## config.mk

```make
export PLATFORM = sky130hd
export DESIGN_NAME = cmp_ctrl
export DESIGN_NICKNAME = d
export VERILOG_FILES = /design/src/hdl/cmp_pkg.sv /design/src/hdl/cmp_status_if.sv /design/src/hdl/cmp_ctrl.sv /design/src/hdl/cmp_settle_timer.sv /design/src/hdl/cmp_sync2.sv
export VERILOG_INCLUDE_DIRS = /design/src /design/src/hdl
export SDC_FILE = /design/constraint.sdc
export NUM_CORES = 1
export LEC_CHECK = 0
export BUFFER_PORTS_ARGS = -buffer_cell sky130_fd_sc_hd__buf_2
export CELL_PAD_IN_SITES_DETAIL_PLACEMENT = 1
export CELL_PAD_IN_SITES_GLOBAL_PLACEMENT = 1
export CORE_ASPECT_RATIO = 0.5
export CORE_MARGIN = 2
export CORE_UTILIZATION = 37
export DETAILED_ROUTE_END_ITERATION = 10
export PLACE_DENSITY = 0.83
export SLEW_MARGIN = 10
export SYNTH_ARGS = -nofsm -noshare
export SYNTH_HDL_FRONTEND = slang
export SYNTH_SLANG_ARGS = --single-unit
```

## constraint.sdc

```tcl
create_clock -name clock -period 1.99 [get_ports clock]
set_input_delay 0.0995 -clock clock [delete_from_list [all_inputs] [get_ports clock]]
set_output_delay 0.0995 -clock clock [all_outputs]
set_load 0.01 [all_outputs]
```

## src/hdl/cmp_consts.svh

```systemverilog
/*
 Constants for the comparator control block: register offsets,
 field positions, reset values and timing counts.
 Assumes inclusion by bare name from hdl/.
*/
`ifndef CMP_CONSTS_SVH
`define CMP_CONSTS_SVH

`define CMP_OFS_CON0      12'h000
`define CMP_OFS_CON1      12'h004
`define CMP_OFS_STAT      12'h008
`define CMP_OFS_MASK      12'h00C
`define CMP_OFS_PORT      12'h010
`define CMP_OFS_PINCFG    12'h014

`define CMP_B_ON          7
`define CMP_B_OUT         6
`define CMP_B_OE          5
`define CMP_B_POL         4
`define CMP_B_SP          2
`define CMP_B_HYS         1
`define CMP_B_SYNC        0
`define CMP_CON0_WMASK    8'hB7
`define CMP_CON0_RESET    8'h04

`define CMP_B_PCH_LO      4
`define CMP_B_NCH_LO      0
`define CMP_CON1_RESET    8'h00
`define CMP_CH_W          2

`define CMP_EV_EDGE       0
`define CMP_EV_POL        1
`define CMP_EV_ON         2
`define CMP_EV_W          3

`define CMP_RESP_NS       1000
`define CMP_CLK_MHZ       200
`define CMP_NS_PER_US     1000
`define CMP_MAX_PINS      32

`define CMP_HTRANS_NONSEQ 2'h2
`define CMP_HSIZE_WORD    3'h2

`endif

```

## src/hdl/cmp_pkg.sv

```systemverilog
/*
 Types shared by the comparator control block.
 Assumes cmp_consts.svh is available for the numeric constants.
*/
package cmp_pkg;

    typedef enum logic [1:0]
    {
        CMP_PCH_PIN  = 2'b00,
        CMP_PCH_DAC  = 2'b01,
        CMP_PCH_FVR  = 2'b10,
        CMP_PCH_GND  = 2'b11
    } cmp_pch_type;

    typedef enum logic [1:0]
    {
        CMP_SETTLED  = 2'b00,
        CMP_SETTLING = 2'b01
    } cmp_settle_type;

endpackage

```

## src/hdl/cmp_status_if.sv

```systemverilog
/*
 Carrier between the control core and its settling timer.
 Assumes a single clock domain.
*/
`timescale 1ns/1ps
interface cmp_status_if;
    logic restart;
    logic valid;

    modport core  (output restart, input  valid);
    modport timer (input  restart, output valid);
endinterface : cmp_status_if

```

## src/hdl/cmp_ctrl.sv

```systemverilog
/*
 Digital control of one analog comparator, reached over AHB-Lite.
 Holds the input selectors, enable gating, polarity, output pin
 enable, PWM shutdown/restart sources, interrupt status and the
 port read-back masking for analog pins.
 Assumes the analog result arrives asynchronously and that the
 AHB master issues single word transfers only.
*/
`timescale 1ns/1ps
`include "cmp_consts.svh"
module cmp_ctrl
#(
    parameter int PINS      = 8,
    parameter int RESP_NS   = `CMP_RESP_NS
)
(
    input  wire logic            clock,
    input  wire logic            resetn,
    // AHB-Lite slave
    input  wire logic            hsel,
    input  wire logic [11:0]     haddr,
    input  wire logic [1:0]      htrans,
    input  wire logic            hwrite,
    input  wire logic [2:0]      hsize,
    input  wire logic [31:0]     hwdata,
    input  wire logic            hready,
    output logic      [31:0]     hrdata,
    output logic                 hreadyout,
    output logic                 hresp,
    // Analog front end
    input  wire logic            compareRaw,
    output logic      [3:0]      posSwitch,
    output logic      [3:0]      negSwitch,
    output logic                 speedPowerSelect,
    output logic                 hysteresisEnable,
    output logic                 timerSyncEnable,
    // Result and pins
    output logic                 resultValid,
    output logic                 resultPinOut,
    output logic                 resultPinOe,
    input  wire logic [PINS-1:0] portPinsIn,
    input  wire logic [PINS-1:0] analogSelect,
    input  wire logic            resultPinDirInput,
    // PWM shutdown
    input  wire logic            autoShutdownActive,
    input  wire logic            autoRestartEnable,
    output logic                 pwmShutdownReq,
    output logic                 pwmRestartReq,
    // Interrupt
    output logic                 irq
);
    import cmp_pkg::*;

    // Rounded up so a slow clock never shortens the response interval
    localparam int RESP_CYC_RAW = (RESP_NS * `CMP_CLK_MHZ
                                  + `CMP_NS_PER_US - 1) / `CMP_NS_PER_US;
    localparam int RESP_CYC     = (RESP_CYC_RAW < 1) ? 1 : RESP_CYC_RAW;

    initial
    begin
        if (PINS < 1 || PINS > `CMP_MAX_PINS)
            $error("PINS must be 1 to 32");
        if (RESP_NS < 1)
            $error("RESP_NS must be at least 1");
    end

    function automatic logic [3:0] onehot4(input logic [1:0] sel);
        onehot4 = 4'h1 << sel;
    endfunction

    // Shared offset decode for the write strobes
    function automatic logic isReg(input logic [11:0] a,
                                   input logic [11:0] ofs);
        isReg = (a == ofs);
    endfunction

    // AHB address phase capture
    logic        wrPend_ff;
    logic        rdPend_ff;
    logic [11:0] addr_ff;
    logic        take;

    assign take = hsel && hready && (htrans == `CMP_HTRANS_NONSEQ);

    always_ff @(posedge clock or negedge resetn)
    begin
        if (!resetn)
        begin
            wrPend_ff <= 1'b0;
            rdPend_ff <= 1'b0;
            addr_ff   <= 12'h000;
        end
        else
        begin
            wrPend_ff <= take && hwrite;
            rdPend_ff <= take && !hwrite;
            if (take)
                addr_ff <= haddr;
        end
    end

    // Zero wait states: every register answers in its first data phase
    assign hreadyout = 1'b1;
    assign hresp     = 1'b0;

    logic wrCon0;
    logic wrCon1;
    logic wrStat;
    logic wrMask;
    assign wrCon0 = wrPend_ff && isReg(addr_ff, `CMP_OFS_CON0);
    assign wrCon1 = wrPend_ff && isReg(addr_ff, `CMP_OFS_CON1);
    assign wrStat = wrPend_ff && isReg(addr_ff, `CMP_OFS_STAT);
    assign wrMask = wrPend_ff && isReg(addr_ff, `CMP_OFS_MASK);

    // Control registers
    logic [7:0] con0_ff;
    logic [7:0] con1_ff;
    logic [7:0] nxt_con0;
    logic [7:0] nxt_con1;

    assign nxt_con0 = hwdata[7:0] & `CMP_CON0_WMASK;

    // Only the two channel fields are kept; the rest reads back 0
    always_comb
    begin
        nxt_con1 = 8'h00;
        nxt_con1[`CMP_B_PCH_LO +: `CMP_CH_W] =
            hwdata[`CMP_B_PCH_LO +: `CMP_CH_W];
        nxt_con1[`CMP_B_NCH_LO +: `CMP_CH_W] =
            hwdata[`CMP_B_NCH_LO +: `CMP_CH_W];
    end

    always_ff @(posedge clock or negedge resetn)
    begin
        if (!resetn)
            con0_ff <= `CMP_CON0_RESET;
        else if (wrCon0)
            con0_ff <= nxt_con0;
    end

    always_ff @(posedge clock or negedge resetn)
    begin
        if (!resetn)
            con1_ff <= `CMP_CON1_RESET;
        else if (wrCon1)
            con1_ff <= nxt_con1;
    end

    logic        compEnable;
    logic        outPolarity;
    logic        outPinEnable;
    logic [1:0]  negChannel;
    cmp_pch_type posChannel;

    assign compEnable   = con0_ff[`CMP_B_ON];
    assign outPolarity  = con0_ff[`CMP_B_POL];
    assign outPinEnable = con0_ff[`CMP_B_OE];
    assign posChannel   = cmp_pch_type'(con1_ff[`CMP_B_PCH_LO +: `CMP_CH_W]);
    assign negChannel   = con1_ff[`CMP_B_NCH_LO +: `CMP_CH_W];

    assign speedPowerSelect = con0_ff[`CMP_B_SP];
    assign hysteresisEnable = con0_ff[`CMP_B_HYS];
    assign timerSyncEnable  = con0_ff[`CMP_B_SYNC];

    // Input switches: one-hot over pin, DAC, reference, ground
    assign posSwitch = compEnable ? onehot4(posChannel) : 4'h0;
    assign negSwitch = compEnable ? onehot4(negChannel) : 4'h0;

    // Raw result is asynchronous; two flops before use
    logic rawSync;
    logic pinDirSync;
    logic [PINS-1:0] portSync;

    cmp_sync2 #(.W(PINS + 2)) u_sync
    (
        .clock  (clock),
        .resetn (resetn),
        .din    ({compareRaw, resultPinDirInput, portPinsIn}),
        .dout   ({rawSync, pinDirSync, portSync})
    );

    // Polarity applied after sync; disabled comparator reads as the polarity bit
    logic result_ff;
    always_ff @(posedge clock or negedge resetn)
    begin
        if (!resetn)
            result_ff <= 1'b0;
        else
            result_ff <= (compEnable & rawSync) ^ outPolarity;
    end

    // Settling timer restarts on any selector or enable change
    cmp_status_if settle ();
    logic selChange;
    // Polarity alone swaps the output, not the inputs, so no restart
    assign selChange = (wrCon1 && (nxt_con1 != con1_ff))
                    || (wrCon0 && nxt_con0[`CMP_B_ON] != compEnable);
    assign settle.restart = selChange;

    cmp_settle_timer #(.RESP_CYCLES(RESP_CYC)) u_settle
    (
        .clock  (clock),
        .resetn (resetn),
        .link   (settle)
    );

    assign resultValid = settle.valid;

    // Output pin works regardless of enable
    assign resultPinOut = result_ff;
    assign resultPinOe  = outPinEnable && !pinDirSync;

    // PWM shutdown sources; gated by validity to avoid glitching the PWM
    assign pwmShutdownReq = autoShutdownActive && resultValid
                          && result_ff;
    assign pwmRestartReq  = autoShutdownActive && autoRestartEnable
                          && resultValid && !result_ff;

    // Events: result edge, polarity toggle, enable toggle
    // Previous value resets to the disabled result, so no edge at reset
    logic resultPrev_ff;
    always_ff @(posedge clock or negedge resetn)
    begin
        if (!resetn)
            resultPrev_ff <= 1'b0;
        else
            resultPrev_ff <= result_ff;
    end

    logic [`CMP_EV_W-1:0] events;
    assign events[`CMP_EV_EDGE] = result_ff ^ resultPrev_ff;
    assign events[`CMP_EV_POL]  = wrCon0
        && (nxt_con0[`CMP_B_POL] != outPolarity);
    assign events[`CMP_EV_ON]   = wrCon0
        && (nxt_con0[`CMP_B_ON] != compEnable);

    logic [`CMP_EV_W-1:0] stat_ff;
    logic [`CMP_EV_W-1:0] mask_ff;
    logic [`CMP_EV_W-1:0] clr;
    assign clr = wrStat ? hwdata[`CMP_EV_W-1:0] : '0;

    // Set beats write-one-to-clear in the same cycle
    always_ff @(posedge clock or negedge resetn)
    begin
        if (!resetn)
            stat_ff <= '0;
        else
            stat_ff <= (stat_ff & ~clr) | events;
    end

    always_ff @(posedge clock or negedge resetn)
    begin
        if (!resetn)
            mask_ff <= '0;
        else if (wrMask)
            mask_ff <= hwdata[`CMP_EV_W-1:0];
    end

    assign irq = |(stat_ff & mask_ff);

    // Read data
    logic [PINS-1:0] portRead;
    // Analog pins read 0 so a floating digital buffer never shows through
    genvar p;
    generate
        for (p = 0; p < PINS; p++)
        begin : g_portMask
            assign portRead[p] = portSync[p] && !analogSelect[p];
        end
    endgenerate

    logic [7:0] con0Read;
    always_comb
    begin
        con0Read = con0_ff;
        con0Read[`CMP_B_OUT] = result_ff;
    end

    logic [31:0] nxt_hrdata;
    always_comb
    begin
        nxt_hrdata = 32'h0000_0000;
        case (haddr)
            `CMP_OFS_CON0:   nxt_hrdata = {24'h000000, con0Read};
            `CMP_OFS_CON1:   nxt_hrdata = {24'h000000, con1_ff};
            `CMP_OFS_STAT:   nxt_hrdata = 32'(stat_ff);
            `CMP_OFS_MASK:   nxt_hrdata = 32'(mask_ff);
            `CMP_OFS_PORT:   nxt_hrdata = 32'(portRead);
            `CMP_OFS_PINCFG: nxt_hrdata = 32'(analogSelect);
            default:         nxt_hrdata = 32'h0000_0000;
        endcase
    end

    // Read data registered at the address phase, valid in data phase
    always_ff @(posedge clock or negedge resetn)
    begin
        if (!resetn)
            hrdata <= 32'h0000_0000;
        else if (take && !hwrite)
            hrdata <= nxt_hrdata;
    end
endmodule // cmp_ctrl

```

## src/hdl/cmp_settle_timer.sv

```systemverilog
/*
 Response-interval timer: result is held invalid for a fixed count of
 cycles after any input or reference change.
 Assumes restart is a same-clock pulse from the control core.
*/
`timescale 1ns/1ps
`include "cmp_consts.svh"
module cmp_settle_timer
#(
    parameter int RESP_CYCLES = 200
)
(
    input  wire logic   clock,
    input  wire logic   resetn,
    cmp_status_if.timer link
);
    import cmp_pkg::*;

    localparam int CW = $clog2(RESP_CYCLES + 1);

    initial
    begin
        if (RESP_CYCLES < 1)
            $error("RESP_CYCLES must be at least 1");
    end

    cmp_settle_type  state_ff;
    logic [CW-1:0]   count_ff;

    always_ff @(posedge clock or negedge resetn)
    begin
        if (!resetn)
        begin
            state_ff <= CMP_SETTLING;
            count_ff <= '0;
        end
        else if (link.restart)
        begin
            state_ff <= CMP_SETTLING;
            count_ff <= '0;
        end
        else
        begin
            case (state_ff)
                CMP_SETTLING:
                begin
                    if (count_ff == CW'(RESP_CYCLES - 1))
                        state_ff <= CMP_SETTLED;
                    else
                        count_ff <= count_ff + 1'b1;
                end
                CMP_SETTLED:
                    state_ff <= CMP_SETTLED;
                default:
                    state_ff <= CMP_SETTLING;
            endcase
        end
    end

    // Restart pulse masks validity at once, not one cycle late
    assign link.valid = (state_ff == CMP_SETTLED) && !link.restart;
endmodule // cmp_settle_timer

```

## src/hdl/cmp_sync2.sv

```systemverilog
/*
 Two-flop synchroniser for a vector of asynchronous levels.
 Assumes inputs are quasi-static levels (comparator result, pins).
*/
`timescale 1ns/1ps
module cmp_sync2
#(
    parameter int W = 1
)
(
    input  wire logic         clock,
    input  wire logic         resetn,
    input  wire logic [W-1:0] din,
    output logic      [W-1:0] dout
);
    initial
    begin
        if (W < 1)
            $error("W must be at least 1");
    end

    logic [W-1:0] meta_ff;

    always_ff @(posedge clock or negedge resetn)
    begin
        if (!resetn)
        begin
            meta_ff <= '0;
            dout    <= '0;
        end
        else
        begin
            meta_ff <= din;
            dout    <= meta_ff;
        end
    end
endmodule // cmp_sync2

```

==> parameters.txt <==
Parameter                              Value

Layout
  Final-layout fill cell count    960
  Area growth from synthesis to layout    29.5%
  Final core utilization    48.9%
  Filler-free cell count of the finished design    494
  Layout cells sized above 1    36.3%
  # nets final    446
  Cell area after layout    4210 um2

Route
  Starting DRT DRC Count    109
  Remaining number of nets flagged by the antenna check after routing    0
  Final routed wire length divided by cell count    17.5 um
  Number of iterations in the first detailed-routing pass    5
  DRC violations left    0
  Via total after detailed routing    2457
  Final wirelength    8660 um
  Via density per instance    4.97

Logic synthesis
  Asr flop ratio synth    100%
  Synthesis Warnings    0
  Leading post-synthesis cells by instance count    sky130_fd_sc_hd__dfrtp_1, sky130_fd_sc_hd__buf_4, sky130_fd_sc_hd__nand2_1, sky130_fd_sc_hd__nor2_1, sky130_fd_sc_hd__mux2_2
  Most frequent cell after synthesis    sky130_fd_sc_hd__dfrtp_1
  Largest area contributor in the synthesized netlist    sky130_fd_sc_hd__dfrtp_1
  Most used flip-flop cell after synthesis    sky130_fd_sc_hd__dfrtp_1
  Total of flip-flops plus latches after synthesis    68
  Top cells by area in the synthesized netlist    sky130_fd_sc_hd__dfrtp_1, sky130_fd_sc_hd__buf_4, sky130_fd_sc_hd__mux2_2
  Count of flip-flops with a built-in enable after synthesis    0
  Synthesized area per cell    11.8 um2
  Share of the yosys chip area belonging to registers    52.4%
  Cell area after synthesis    3250 um2
  Synth cell types    57
  Area share of the largest cell type after synthesis    50.7%
  Number of instances in the synthesized netlist    276

STA
  Final number of setup-violating endpoints    1
  Maximum clock skew at final layout    0.00602 ns
  Setup WS post-layout    -0.0233 ns
  Final-report max-slew violation count    0
  Maximum operating frequency    497 MHz
  Total negative setup slack    -0.0233 ns
  Minimum period implied by the final worst setup slack    2.01 ns
  Setup repair after global routing missed its margin    yes
  Final critical-path share of the clock period    101%
  Hold violation total from the final report    0

Clock tree
  CTS tree    done
  Clock Sinks    68
  Worst-case clock buffer depth    2
  Master cell of the clock root buffer    sky130_fd_sc_hd__clkbuf_16
  Insertion delay of the later-clocked pin in the worst-skew pair    0.33 ns
  Clock buffers created by TritonCTS    9
  Total number of H-tree levels    3
  Clock Pin Slew Worst Setup and Hold Paths    0.05 ns

Status
  Run status    finished with violations
  Failing checks    negative setup slack

Worst setup path
  Launching element type of the critical path    flop
  Maximum fanout count along the critical path    5
  Worst endpoint data arrival time    1.91 ns
  Setup Crit Path Kind    flop to primary output
  Nature of the critical path endpoint    primary output
  Worst Path Required    1.89 ns

Die
  Initial Utilization    37.8%
  Die footprint    9610 um2
  Die Height    70.3 um
  I/O pins    125
  Number of cell rows    24
  Standard cell core area    8620 um2
  Width of the die    137 um

Power
  Cell Pwr Density    1000 nW/um2
  Power after layout    0.00422 W
  Maximum vdd drop    0.517 mV
  Static Leak    1.95 nW

GRT
  Number of global-route vias before repair    2691
  Initial antenna violation count    2
  Wire length of the first global-routing pass    13900 um
  Met1 Usage GRT    22.3%
  Busiest layer in global routing    met2
  Total overflow reported by the global router    0
  All-Layer GR Usage    19.5%
  Met2 capacity usage during global routing    32.9%
  Global Route met3 Usage    5.66%
  Largest net degree at the start of global routing    69

Placed design
  Post-placement cell area    3680 um2
  Weighted congestion reported at the end of routability-driven placement    0.813
  Input/output buffers    69
  Number of placed instances with taps included    459
  Detailed placement HPWL    5390 um

Worst hold path
  HP Class    input port to flop

Run
  Reported max-cap violation count    0
[layout make-up]
| type | count | area (um2) | area share [%] |
|---|---|---|---|
| Clock inverter | 6 | 114 | 2.70 |
| Inverter | 6 | 22.5 | 0.534 |
| Antenna cell | 2 | 5.00 | 0.119 |
| Tap cell | 117 | 146 | 3.47 |
| Clock buffer | 9 | 225 | 5.34 |
| Multi-Input combinational cell | 192 | 1420 | 33.7 |
| Timing Repair Buffer | 94 | 573 | 13.6 |
| Sequential cell | 68 | 1710 | 40.5 |
[path summary, 6_finish.rpt]
kind / start / endpoint / slack [ns] / cells after the start
worst max-delay path: addr_ff[8] / pwmShutdownReq / -0.02 / 5
worst min-delay path: hwdata[2] / mask_ff[2] / 0.01 / 2
worst max register to register: addr_ff[8] / mask_ff[1] / 0.10 / 6
worst min register to register: u_sync.meta_ff[3] / u_sync.dout[3] / 0.35 / 0
max in group asynchronous: resetn / con0_ff[2] / 1.34 / 3
min in group asynchronous: resetn / addr_ff[11] / 0.32 / 3
[where the power goes]
part | internal [W] | switching, W | total [W]
clock network | 0.00122 | 0.000606 | 0.00182
registers | 0.00157 | 0.000195 | 0.00176
logic | 0.000300 | 0.000333 | 0.000633
total | 0.00308 | 0.00113 | 0.00422
[layout by cell type (no fill, tap or decap), types with 3 or more instances in the layout]
cell,n
sky130_fd_sc_hd__and3_1,3
sky130_fd_sc_hd__nand2_1,20
sky130_fd_sc_hd__nor2_1,20
sky130_fd_sc_hd__nor3b_1,4
sky130_fd_sc_hd__clkbuf_16,9
sky130_fd_sc_hd__mux2_1,9
sky130_fd_sc_hd__xor2_1,9
sky130_fd_sc_hd__nand2b_1,4
sky130_fd_sc_hd__a21oi_1,7
sky130_fd_sc_hd__or3_1,3
sky130_fd_sc_hd__inv_1,4
sky130_fd_sc_hd__mux2_2,16
sky130_fd_sc_hd__nand4_1,4
sky130_fd_sc_hd__nand3b_1,3
sky130_fd_sc_hd__dfrtp_2,3
sky130_fd_sc_hd__dfrtp_1,63
sky130_fd_sc_hd__o21ai_1,5
sky130_fd_sc_hd__buf_2,69
sky130_fd_sc_hd__dlygate4sd3_1,11
sky130_fd_sc_hd__bufinv_16,3
sky130_fd_sc_hd__xnor2_1,4
sky130_fd_sc_hd__a31oi_1,4
sky130_fd_sc_hd__conb_1,26
sky130_fd_sc_hd__nor2b_1,5
sky130_fd_sc_hd__buf_4,13
sky130_fd_sc_hd__nand3_1,3
sky130_fd_sc_hd__mux4_2,3
sky130_fd_sc_hd__o2bb2ai_1,3
[through the flow]
stage	setup WS (ns)	hold WS, ns
after detailed placement	0.178	0.153
after CTS	-0.0161	0.00373
final	-0.0233	0.0141
after global placement	0.202	0.146
after floorplan	0.445	-0.196
after global routing	-0.0819	0.00646
[flip-flops by register name, summed over array words and instances, names as in the netlist]
register	flops
wrPend_ff	1
stat_ff	3
con0_ff	6
u_settle.state_ff	1
resultPinOut	1
u_sync.dout	10
con1_ff	4
hrdata	8
resultPrev_ff	1
u_sync.meta_ff	10
addr_ff	12
mask_ff	3
u_settle.count_ff	8
[layer usage]
| layer | share of wire, % | wire length, um | vias to the layer above |
|---|---|---|---|
| li1 | - | - | 1113 |
| met3 | 5.4 | 466 | 24 |
| met4 | 3.4 | 297 | 0 |
| met2 | 51 | 4390 | 85 |
| met1 | 41 | 3510 | 1235 |
| met5 | 0 | 0 | - |
[worst max-delay path: stages (launching register included)]
cell	delay, ns
sky130_fd_sc_hd__dfrtp_1	0.40
sky130_fd_sc_hd__nor4b_4	0.38
sky130_fd_sc_hd__nand4_2	0.23
sky130_fd_sc_hd__o22ai_4	0.33
sky130_fd_sc_hd__nor2_1	0.09
sky130_fd_sc_hd__buf_2	0.15
[cell families (layout without fill, tap and decap cells)]
family / count (synthesis) / after routing / synth area share, %
other: 2 / 28 / 0.231
adder cells (fa/ha/maj): 1 / 1 / 0.384
AND/OR/NAND/NOR: 89 / 89 / 17.3
buffers and inverters: 40 / 115 / 7.77
XOR/XNOR: 13 / 13 / 3.50
AO/OA/AOI/OAI: 33 / 33 / 7.11
flip-flops: 68 / 68 / 52.4
multiplexers: 30 / 30 / 11.3
[what timing repair did]
item	4_1_cts	5_1_grt
setup endpoints to repair	3	3
pin swaps	7	5
gates resized for setup	7	1
hold buffers	11	0
setup buffers	6	2
endpoints found under the hold margin	76	0
No activity file was read; power rests on OpenSTA's default activity.
